### src/rtl/adcc_pkg.sv
// package: register map, field positions, timing constants and carriers for the converter control
package adcc_pkg;
  // register byte offsets (APB, one aligned word each)
  localparam logic [7:0] OFS_CTRL_A = 8'h00;
  localparam logic [7:0] OFS_CTRL_B = 8'h04;
  localparam logic [7:0] OFS_CTRL_C = 8'h08;
  localparam logic [7:0] OFS_CTRL_D = 8'h0C;
  localparam logic [7:0] OFS_CTRL_F = 8'h10;
  localparam logic [7:0] OFS_STATUS = 8'h14;
  localparam logic [7:0] OFS_RES0   = 8'h20;
  localparam logic [7:0] OFS_RES_HI = 8'h3C;
  // conv_ctrl_a fields
  localparam int CH_LSB    = 0;   // channel select, 3 bits
  localparam int MD_LSB    = 3;   // op mode low two bits
  localparam int TRG_BIT   = 5;   // trigger source bit
  localparam int START_BIT = 6;   // conversion start bit
  // conv_ctrl_b fields
  localparam int SWP_LSB   = 0;   // sweep count, 2 bits
  localparam int MDX_BIT   = 2;   // op mode extension
  localparam int RES_BIT   = 3;   // resolution select
  localparam int REF_BIT   = 5;   // reference connect
  localparam int EXT_LSB   = 6;   // extended pin config, 2 bits
  // conv_ctrl_c fields
  localparam int SMP_BIT   = 0;   // sample-and-hold enable
  localparam int GRP_LSB   = 1;   // pin group select, 2 bits
  localparam int HWT_LSB   = 5;   // hw trigger select, 2 bits
  // conv_ctrl_d / conv_ctrl_f fields
  localparam int DMA_BIT   = 0;
  localparam int AEN_BIT   = 0;
  localparam int ASEL_BIT  = 1;
  localparam int APUL_BIT  = 2;
  // status bits
  localparam int ST_BUSY   = 0;
  localparam int ST_IRQ    = 1;
  // timing in converter clock cycles
  localparam logic [5:0] CONV_8_SH   = 6'h1C; // 28 cycles
  localparam logic [5:0] CONV_10_SH  = 6'h21; // 33 cycles
  localparam logic [5:0] CONV_8_NS   = 6'h2F; // 47 cycles, plain mode
  localparam logic [5:0] CONV_10_NS  = 6'h3B; // 59 cycles, plain mode
  localparam logic [5:0] SAMP_NS     = 6'h02;
  localparam logic [5:0] SAMP_SH     = 6'h03;
  // hardware trigger codes
  localparam logic [1:0] HWT_PIN  = 2'h0;
  localparam logic [1:0] HWT_TB2  = 2'h1;
  localparam logic [1:0] HWT_TA0  = 2'h2;
  // extended pin configuration
  localparam logic [1:0] EXT_NONE = 2'h0;
  localparam logic [1:0] EXT_FST  = 2'h1;
  localparam logic [1:0] EXT_SND  = 2'h2;
  localparam logic [1:0] EXT_OPA  = 2'h3;
  // operating modes {ext, hi, lo}
  localparam logic [2:0] MODE_ONE   = 3'h0;
  localparam logic [2:0] MODE_REP   = 3'h1;
  localparam logic [2:0] MODE_SWP   = 3'h2;
  localparam logic [2:0] MODE_RSW0  = 3'h3;
  localparam logic [2:0] MODE_RSW1  = 3'h7;

  typedef enum logic [1:0] {
    ST_IDLE = 2'b00,
    ST_WAIT = 2'b01,
    ST_SAMP = 2'b10,
    ST_CONV = 2'b11
  } adcc_state_e;

  // analog front-end control bundle
  typedef struct packed {
    logic [2:0] channel;
    logic       sample;
    logic       convert;
    logic       ext_first_in;
    logic       ext_second_in;
    logic       opamp_drive;
    logic       pull_en;
    logic       pull_down;
    logic       self_test;
    logic       ref_on;
  } adcc_afe_s;

  // whole module state
  typedef struct packed {
    adcc_state_e  st;
    logic [6:0]   ctrl_a;
    logic [7:0]   ctrl_b;
    logic [6:0]   ctrl_c;
    logic         ctrl_d;
    logic [2:0]   ctrl_f;
    logic [5:0]   cnt;
    logic [2:0]   chan;
    logic [2:0]   idx;
    logic         irq;
    logic         dma_req;
    logic         trg_s1;
    logic         trg_s2;
    logic         trg_s3;
    logic [31:0]  prdata;
    logic         pready;
    logic         pslverr;
    adcc_afe_s    afe;
    logic [79:0]  res;
  } adcc_state_s;
endpackage : adcc_pkg

### src/rtl/adcc_ctrl.sv
// converter control block: APB registers, trigger logic and conversion sequencer
//
// The register addresses and the APB register port were left to the implementer.
`timescale 1ns/1ns
`default_nettype none

// What this block does
// - store 10-bit result in bits 9..0, or 8-bit result in bits 7..0
// - with sample-hold, conversion takes 28 cycles at 8-bit, 33 at 10-bit
// - sample for 2 cycles without sample-hold, 3 with it
// - software trigger: start as soon as the start bit is written 1
// - hardware trigger code picks pin edge, timer B2 or timer A0 request
// - hardware triggers start conversion only while start bit already holds 1
// - hardware trigger during sampling or conversion aborts it and restarts from the beginning
// - dma mode puts every result in register zero and pulses a request per pin
// - extended-pin field selects unused, first input, second input or op-amp
// - one-shot/repeat: extended results go to registers zero and one
// - op-amp mode drives channel out first pin, converts second, stores per channel
// - assist enable picks open-circuit or self-test, pull-up or pull-down
// - results undefined after halting by clearing start bit
// - halting single sweep raises no interrupt
// - repeat modes with dma request an interrupt after each conversion
// - single sweep without dma raises one interrupt when the sweep ends
module adcc_ctrl #(
  parameter int RES_W = 10
) (
  // clock and reset
  input  wire logic              SYS_CLK_I,
  input  wire logic              RST_I,
  // apb slave
  input  wire logic              PSEL_I,
  input  wire logic              PENABLE_I,
  input  wire logic              PWRITE_I,
  input  wire logic [7:0]        PADDR_I,
  input  wire logic [31:0]       PWDATA_I,
  output var  logic [31:0]       PRDATA_O,
  output var  logic              PREADY_O,
  output var  logic              PSLVERR_O,
  // trigger sources
  input  wire logic              EXT_TRIGGER_PIN_I,
  input  wire logic              TB2_REQ_I,
  input  wire logic              TA0_REQ_I,
  // analog core
  input  wire logic [RES_W-1:0]  CONV_DATA_I,
  output var  adcc_pkg::adcc_afe_s AFE_O,
  // events
  output var  logic              DMA_REQ_O,
  output var  logic              CONV_IRQ_O
);

  adcc_pkg::adcc_state_s q_ff;
  adcc_pkg::adcc_state_s nxt_q;

  logic       wr_acc;
  logic       rd_acc;
  logic       sh_en;
  logic       res10;
  logic       dma_on;
  logic       start_b;
  logic [2:0] mode;
  logic [1:0] ext_cfg;
  logic       trig_hw;
  logic       pin_fall;
  logic [5:0] conv_len;
  logic [5:0] samp_len;
  logic [2:0] sweep_last;
  logic       sweep_mode;
  logic [2:0] store_idx;
  logic [9:0] conv_val;

  // apb access phase; registered pready gives one wait state
  assign wr_acc = PSEL_I && PENABLE_I && PWRITE_I;
  assign rd_acc = PSEL_I && PENABLE_I && !PWRITE_I;

  // decoded control fields
  assign sh_en   = q_ff.ctrl_c[adcc_pkg::SMP_BIT];
  assign res10   = q_ff.ctrl_b[adcc_pkg::RES_BIT];
  assign dma_on  = q_ff.ctrl_d;
  assign start_b = q_ff.ctrl_a[adcc_pkg::START_BIT];
  assign mode    = {q_ff.ctrl_b[adcc_pkg::MDX_BIT], q_ff.ctrl_a[adcc_pkg::MD_LSB +: 2]};
  assign ext_cfg = q_ff.ctrl_b[adcc_pkg::EXT_LSB +: 2];
  assign sweep_mode = (mode == adcc_pkg::MODE_SWP) || (mode == adcc_pkg::MODE_RSW0)
                      || (mode == adcc_pkg::MODE_RSW1);
  assign sweep_last = {q_ff.ctrl_b[adcc_pkg::SWP_LSB +: 2], 1'b1};

  // falling edge from two synchronised samples, never the first stage
  assign pin_fall = q_ff.trg_s3 && !q_ff.trg_s2;

  always_comb
  begin
    case (q_ff.ctrl_c[adcc_pkg::HWT_LSB +: 2])
      adcc_pkg::HWT_PIN: trig_hw = pin_fall;
      adcc_pkg::HWT_TB2: trig_hw = TB2_REQ_I;
      adcc_pkg::HWT_TA0: trig_hw = TA0_REQ_I;
      default:           trig_hw = 1'b0;
    endcase
  end

  // conversion length; without sample-hold a longer plain rate is used
  assign conv_len = sh_en ? (res10 ? adcc_pkg::CONV_10_SH : adcc_pkg::CONV_8_SH)
                          : (res10 ? adcc_pkg::CONV_10_NS : adcc_pkg::CONV_8_NS);
  assign samp_len = sh_en ? adcc_pkg::SAMP_SH : adcc_pkg::SAMP_NS;

  assign conv_val = res10 ? 10'(CONV_DATA_I) : {2'b00, CONV_DATA_I[RES_W-1 -: 8]};

  // result destination: dma folds all into zero, ext pins to zero/one
  always_comb
  begin
    if (dma_on)
      store_idx = 3'h0;
    else if (ext_cfg == adcc_pkg::EXT_FST)
      store_idx = 3'h0;
    else if (ext_cfg == adcc_pkg::EXT_SND)
      store_idx = 3'h1;
    else
      store_idx = q_ff.chan;
  end

  // next state: registers, sequencer and pin synchroniser
  always_comb
  begin
    nxt_q = q_ff;
    nxt_q.dma_req = 1'b0;
    nxt_q.pready  = 1'b0;
    nxt_q.pslverr = 1'b0;
    nxt_q.trg_s1  = EXT_TRIGGER_PIN_I;
    nxt_q.trg_s2  = q_ff.trg_s1;
    nxt_q.trg_s3  = q_ff.trg_s2;
    // register writes
    if (wr_acc && !q_ff.pready)
    begin
      nxt_q.pready = 1'b1;
      case (PADDR_I)
        adcc_pkg::OFS_CTRL_A: nxt_q.ctrl_a = PWDATA_I[6:0];
        adcc_pkg::OFS_CTRL_B: nxt_q.ctrl_b = PWDATA_I[7:0];
        adcc_pkg::OFS_CTRL_C: nxt_q.ctrl_c = PWDATA_I[6:0];
        adcc_pkg::OFS_CTRL_D: nxt_q.ctrl_d = PWDATA_I[adcc_pkg::DMA_BIT];
        adcc_pkg::OFS_CTRL_F: nxt_q.ctrl_f = PWDATA_I[2:0];
        // irq flag cleared by writing 1 to it
        adcc_pkg::OFS_STATUS: if (PWDATA_I[adcc_pkg::ST_IRQ]) nxt_q.irq = 1'b0;
        default:              nxt_q.pslverr = (PADDR_I < adcc_pkg::OFS_RES0)
                                              || (PADDR_I > adcc_pkg::OFS_RES_HI);
      endcase
    end
    // register reads
    if (rd_acc && !q_ff.pready)
    begin
      nxt_q.pready = 1'b1;
      nxt_q.prdata = 32'h0000_0000;
      case (PADDR_I)
        adcc_pkg::OFS_CTRL_A: nxt_q.prdata[6:0] = q_ff.ctrl_a;
        adcc_pkg::OFS_CTRL_B: nxt_q.prdata[7:0] = q_ff.ctrl_b;
        adcc_pkg::OFS_CTRL_C: nxt_q.prdata[6:0] = q_ff.ctrl_c;
        adcc_pkg::OFS_CTRL_D: nxt_q.prdata[0]   = q_ff.ctrl_d;
        adcc_pkg::OFS_CTRL_F: nxt_q.prdata[2:0] = q_ff.ctrl_f;
        adcc_pkg::OFS_STATUS: nxt_q.prdata[1:0] = {q_ff.irq, q_ff.st != adcc_pkg::ST_IDLE};
        default:
          if (PADDR_I >= adcc_pkg::OFS_RES0 && PADDR_I <= adcc_pkg::OFS_RES_HI
              && PADDR_I[1:0] == 2'b00)
            nxt_q.prdata[9:0] = q_ff.res[10*PADDR_I[4:2] +: 10];
          else
            nxt_q.pslverr = 1'b1;
      endcase
    end
    // sequencer; a cleared start bit halts at once, results left as they are
    case (q_ff.st)
      adcc_pkg::ST_IDLE:
        if (nxt_q.ctrl_a[adcc_pkg::START_BIT])
        begin
          nxt_q.chan = sweep_mode ? 3'h0 : nxt_q.ctrl_a[adcc_pkg::CH_LSB +: 3];
          // software trigger starts immediately; hardware waits
          nxt_q.st  = nxt_q.ctrl_a[adcc_pkg::TRG_BIT] ? adcc_pkg::ST_WAIT : adcc_pkg::ST_SAMP;
          nxt_q.cnt = samp_len;
        end
      adcc_pkg::ST_WAIT:
        if (trig_hw)
        begin
          nxt_q.st  = adcc_pkg::ST_SAMP;
          nxt_q.cnt = samp_len;
        end
      adcc_pkg::ST_SAMP:
        if (q_ff.cnt == 6'h01)
        begin
          nxt_q.st  = adcc_pkg::ST_CONV;
          nxt_q.cnt = conv_len - samp_len;
        end
        else
          nxt_q.cnt = q_ff.cnt - 6'h01;
      adcc_pkg::ST_CONV:
        if (q_ff.cnt == 6'h01)
        begin
          nxt_q.res[10*store_idx +: 10] = conv_val;
          // one transfer request per converted pin
          nxt_q.dma_req = dma_on;
          nxt_q.cnt     = samp_len;
          nxt_q.st      = adcc_pkg::ST_SAMP;
          if (sweep_mode && q_ff.chan != sweep_last)
            nxt_q.chan = q_ff.chan + 3'h1;
          else
          begin
            nxt_q.chan = sweep_mode ? 3'h0 : q_ff.chan;
            // single sweep end or one-shot end; interrupt here only without dma
            if (mode == adcc_pkg::MODE_ONE || mode == adcc_pkg::MODE_SWP)
            begin
              nxt_q.st = adcc_pkg::ST_IDLE;
              nxt_q.ctrl_a[adcc_pkg::START_BIT] = 1'b0;
              nxt_q.irq = nxt_q.irq | !dma_on;
            end
          end
          // dma mode requests an interrupt after each conversion
          if (dma_on)
            nxt_q.irq = 1'b1;
        end
        else
          nxt_q.cnt = q_ff.cnt - 6'h01;
      default: nxt_q.st = adcc_pkg::ST_IDLE;
    endcase
    // hardware trigger mid-conversion restarts the operation
    if (q_ff.ctrl_a[adcc_pkg::TRG_BIT] && trig_hw
        && (q_ff.st == adcc_pkg::ST_SAMP || q_ff.st == adcc_pkg::ST_CONV))
    begin
      nxt_q.st   = adcc_pkg::ST_SAMP;
      nxt_q.cnt  = samp_len;
      nxt_q.chan = sweep_mode ? 3'h0 : q_ff.ctrl_a[adcc_pkg::CH_LSB +: 3];
    end
    // cleared start halts at once; a cut sweep raises no interrupt
    if (!nxt_q.ctrl_a[adcc_pkg::START_BIT])
      nxt_q.st = adcc_pkg::ST_IDLE;
    // start bit held while active so software cannot see a stale stop
    if (nxt_q.st != adcc_pkg::ST_IDLE && q_ff.st != adcc_pkg::ST_IDLE
        && !(wr_acc && PADDR_I == adcc_pkg::OFS_CTRL_A))
      nxt_q.ctrl_a[adcc_pkg::START_BIT] = 1'b1;
    // analog front-end drive
    nxt_q.afe.channel = nxt_q.chan;
    nxt_q.afe.sample  = nxt_q.st == adcc_pkg::ST_SAMP;
    nxt_q.afe.convert = nxt_q.st == adcc_pkg::ST_CONV;
    nxt_q.afe.ext_first_in  = nxt_q.ctrl_b[adcc_pkg::EXT_LSB +: 2] == adcc_pkg::EXT_FST;
    nxt_q.afe.ext_second_in = nxt_q.ctrl_b[adcc_pkg::EXT_LSB +: 2] == adcc_pkg::EXT_SND
                              || nxt_q.ctrl_b[adcc_pkg::EXT_LSB +: 2] == adcc_pkg::EXT_OPA;
    nxt_q.afe.opamp_drive   = nxt_q.ctrl_b[adcc_pkg::EXT_LSB +: 2] == adcc_pkg::EXT_OPA;
    nxt_q.afe.pull_en   = nxt_q.ctrl_f[adcc_pkg::AEN_BIT];
    nxt_q.afe.self_test = nxt_q.ctrl_f[adcc_pkg::AEN_BIT] && nxt_q.ctrl_f[adcc_pkg::ASEL_BIT];
    nxt_q.afe.pull_down = nxt_q.ctrl_f[adcc_pkg::AEN_BIT] && nxt_q.ctrl_f[adcc_pkg::APUL_BIT];
    nxt_q.afe.ref_on    = nxt_q.ctrl_b[adcc_pkg::REF_BIT];
  end

  // state register
  always_ff @(posedge SYS_CLK_I)
  begin
    if (RST_I)
      q_ff <= '0;
    else
      q_ff <= nxt_q;
  end

  // outputs straight from flops
  assign PRDATA_O   = q_ff.prdata;
  assign PREADY_O   = q_ff.pready;
  assign PSLVERR_O  = q_ff.pslverr;
  assign AFE_O      = q_ff.afe;
  assign DMA_REQ_O  = q_ff.dma_req;
  assign CONV_IRQ_O = q_ff.irq;

  // helper: cycles spent in current sample window
  logic [5:0] samp_run_ff;
  always_ff @(posedge SYS_CLK_I)
  begin
    if (RST_I)
      samp_run_ff <= 6'h00;
    else if (q_ff.st == adcc_pkg::ST_SAMP && !(q_ff.ctrl_a[adcc_pkg::TRG_BIT] && trig_hw))
      samp_run_ff <= samp_run_ff + 6'h01;
    else
      samp_run_ff <= 6'h00;
  end

  // helper: cycles spent in current conversion phase; a retrigger leaves it
  logic [5:0] conv_run_ff;
  always_ff @(posedge SYS_CLK_I)
  begin
    if (RST_I)
      conv_run_ff <= 6'h00;
    else if (q_ff.st == adcc_pkg::ST_CONV)
      conv_run_ff <= conv_run_ff + 6'h01;
    else
      conv_run_ff <= 6'h00;
  end
endmodule : adcc_ctrl

`default_nettype wire

### config.mk
export PLATFORM = sky130hd
export DESIGN_NAME = adcc_ctrl
export DESIGN_NICKNAME = d
export VERILOG_FILES = /design/src/rtl/adcc_pkg.sv /design/src/rtl/adcc_ctrl.sv
export SDC_FILE = /design/constraint.sdc
export NUM_CORES = 1
export LEC_CHECK = 0
export BUFFER_PORTS_ARGS = -buffer_cell sky130_fd_sc_hd__buf_2
export CORE_UTILIZATION = 55
export DETAILED_ROUTE_END_ITERATION = 8
export GPL_ROUTABILITY_DRIVEN = 0
export PLACE_DENSITY_LB_ADDON = 0.08
export SYNTH_ARGS = -nofsm -noshare
export SYNTH_HDL_FRONTEND = slang
export SYNTH_SLANG_ARGS = --single-unit
### constraint.sdc
create_clock -name SYS_CLK_I -period 7.29 [get_ports SYS_CLK_I]
set_input_delay 0.729 -clock SYS_CLK_I [delete_from_list [all_inputs] [get_ports SYS_CLK_I]]
set_output_delay 0.729 -clock SYS_CLK_I [all_outputs]
set_load 0.005 [all_outputs]
==> flow_metrics.env <==
export IMPL_synth_async_reset_ratio_pct=0
export IMPL_critPathSlowestCell="nor2b_1"
export IMPL_fin_area_um2=9370
export IMPL_power_density_nw_per_um2=182
export IMPL_synthToLayoutAreaGrowth_pct=7.17
export IMPL_overflow=0
export IMPL_r2r_cells=14
export IMPL_antenna_found_initial=0
export IMPL_fmaxAchievable_mhz=195
export IMPL_io_buffers=59
export IMPL_clk_latency_ns=0.43
export IMPL_worst_pin_slew_ns=0.947
export IMPL_layout_drive_gt1_share_pct=15.0
export IMPL_r2r_slack_ns=2.15
export IMPL_firstDrtPassIters=5
export IMPL_cp_data_required_time_ns=7.60
export IMPL_wl_per_cell_um=20.4
export IMPL_htree_levels=4
export IMPL_reg2reg_to="q_ff[49]"
export IMPL_drt_iter0_markers=946
export IMPL_ys_ff_latch=140
export IMPL_die_area_um2=16400
export IMPL_max_cap_violations=0
export IMPL_diodes=0
export IMPL_fp_dieW_um=128
export IMPL_start_util_pct=56.9
export IMPL_status="finished, final reports clean"
export IMPL_coreArea_um2=15400
export IMPL_root_buffer="clkbuf_16"
export IMPL_post_cts_buffers=0
export IMPL_rsz0062_at_grt="no"
export IMPL_fp_dieH_um=128
export IMPL_synth_edf_count=0
export IMPL_r2r_start="ext_cfg[0]"
export IMPL_hpwlAfterDp_um=18600
export IMPL_holdWs_ns=0.449
export IMPL_hp_class="reg2reg"
export IMPL_track_usage_pct=33.3
export IMPL_ant_nets=0
export IMPL_tns_ns=0
export IMPL_min_period_ns=5.14
export IMPL_rows=45
export IMPL_crit_buf_inv=1
export IMPL_max_clock_path_buffers=2
export IMPL_synth_cells=1044
export IMPL_hold_depth=1
export IMPL_clkTransAtPathRegs_ns=0.06
export IMPL_crit_fanout=15
export IMPL_vias_per_cell=6.28
export IMPL_wl_um=25900
export IMPL_final_util_pct=61.0
export IMPL_vias=7973
export IMPL_critPathLaunchType="flop"
export IMPL_numCtsBuffers=17
export IMPL_cts_sinks=140
export IMPL_maxSlewViolCount=0
export IMPL_hold_viol=0
export IMPL_min_to="nxt_q[126]"
export IMPL_synthDistinctLibCells=80
export IMPL_crit_type="reg2reg"
export IMPL_finalPower_mw=1.71
export IMPL_ios=106
export IMPL_finalSetupViolCount=0
export IMPL_ys_warnings_count=0
export IMPL_cp_end_kind="flop"
export IMPL_syn_area_um2=8750
export IMPL_cts_tree="done"
export IMPL_hold_buffers=0
export IMPL_route_detailed_drc=0
export IMPL_peakVddDrop_v=0.000177
export IMPL_fin_crit_sh_pct=70.5
export IMPL_avgSynthCellArea_um2=8.38
export IMPL_placed_area_um2=8800
export IMPL_synth_flop_cell="dfxtp_1"
export IMPL_cts_resized=0
export IMPL_slew_headroom_pct=36.8
export IMPL_path_delay_family="simple AND/OR/NAND/NOR gates"
export IMPL_worstPathCellList="nor2b_1 > o21ai_2 > ha_1 > ha_1 > inv_1 > ha_1 > nor4_1 > ha_1 > a211oi_2 > and2_1 > nand3_1 > nor3_1 > mux2i_1 > nor2_1"
export IMPL_fin_nets=1118
export IMPL_grt_max_degree=74
export IMPL_ys_seq_area_share_pct=32.0
export IMPL_worstHoldStart="nxt_q[127]"
export IMPL_critical_path_max_stage_delay_ns=0.65
export IMPL_cp_arrival_ns=5.44
export IMPL_worst_path_stages=14
export IMPL_grt_pass1_wl_um=41500
export IMPL_skew_ns=0.00704
export IMPL_grt_pass1_vias=7427
export IMPL_critPathMostFrequentCell="ha_1"
export IMPL_leakagePower_nw=3.60
routing by layer:
metal  global-route usage, %  wire length (um)
met3                    6.89              1910
met1                    43.7             11000
met5                       0                 0
met2                    52.0             11800
met4                    16.5              1190
how the worst max path moves through the flow:
stage / startpoint / to
2_1_floorplan: ext_cfg[1] / q_ff[72]
6_report: ext_cfg[0] / q_ff[49]
4_1_cts: ext_cfg[0] / q_ff[65]
5_1_grt: ext_cfg[0] / q_ff[17]
3_5_place_dp: ext_cfg[0] / q_ff[65]
3_3_place_gp: ext_cfg[0] / q_ff[33]
cell usage after synthesis, drive strengths merged (14+ instances only):
master | count | area [um^2]
buf | 67 | 474
nand3 | 45 | 230
nor3 | 30 | 150
mux4 | 24 | 541
o21ai | 34 | 178
ha | 14 | 175
inv | 19 | 71.3
clkbuf | 41 | 208
o22ai | 19 | 119
a211oi | 40 | 305
nor2 | 157 | 589
nand2 | 97 | 372
dfxtp | 140 | 2800
mux2i | 67 | 671
a21oi | 55 | 275
cells in the final DEF (no fill, tap or decap), drive strengths merged, types with 6 or more instances in the layout:
cell	Yosys	final
dfxtp	140	140
nand3	45	45
o22ai	19	19
ha	14	14
nor3	30	30
o211ai	11	11
xor2	8	8
nor2b	13	13
nor2	157	157
nand2b	10	10
a31oi	7	7
o21ai	34	34
nor4	11	11
mux2	11	11
or3	7	7
a21o	6	6
mux2i	67	67
o221ai	6	6
conb	1	22
nand2	97	97
a22oi	11	11
clkinv	1	7
clkbuf	41	21
inv	19	20
a211oi	40	40
and2	9	9
o211a	7	7
mux4	24	24
nand4	7	7
a21oi	55	55
and3	6	6
buf	67	70
per-stage QoR:
stage,setup slack (ns),cells
global route,1.88,1270
floorplan,3.33,1065
detailed placement,2.22,1238
CTS,2.21,1270
finish,2.15,1270
global placement,2.21,1238
sequential cells by signal, indices dropped and copies added, names as in the netlist:
| name | flops |
|---|---|
| nxt_q | 2 |
| AFE_O | 9 |
| mode | 3 |
| PSLVERR_O | 1 |
| PRDATA_O | 10 |
| q_ff | 109 |
| PREADY_O | 1 |
| dma_on | 1 |
| CONV_IRQ_O | 1 |
| ext_cfg | 2 |
| DMA_REQ_O | 1 |
report_power, final:
| part | leakage [nW] | switching [mW] | internal, mW | total [mW] |
|---|---|---|---|---|
| clock network | 0.283 | 0.342 | 0.520 | 0.861 |
| logic | 2.19 | 0.0533 | 0.0240 | 0.0773 |
| registers | 1.13 | 0.000605 | 0.767 | 0.767 |
logic make-up after synthesis:
kind of cell             synth area share, %
flip-flops                              32.0
multiplexers                            15.3
AO/OA/AOI/OAI                           18.4
other                                 0.0429
XOR/XNOR                                1.42
AND/OR/NAND/NOR                         22.2
buffers and inverters                   8.65
adder cells (fa/ha/maj)                 2.00
cell type report:
type / count / area (um^2)
Tap cell: 211 / 264
Inverter: 20 / 75.1
Multi-Input combinational cell: 797 / 5270
Fill cell: 1422 / 6000
Clock buffer: 21 / 460
Sequential cell: 140 / 2800
Clock inverter: 11 / 118
Timing Repair Buffer: 70 / 380
Note: power is estimated with default switching activity, not from simulation.
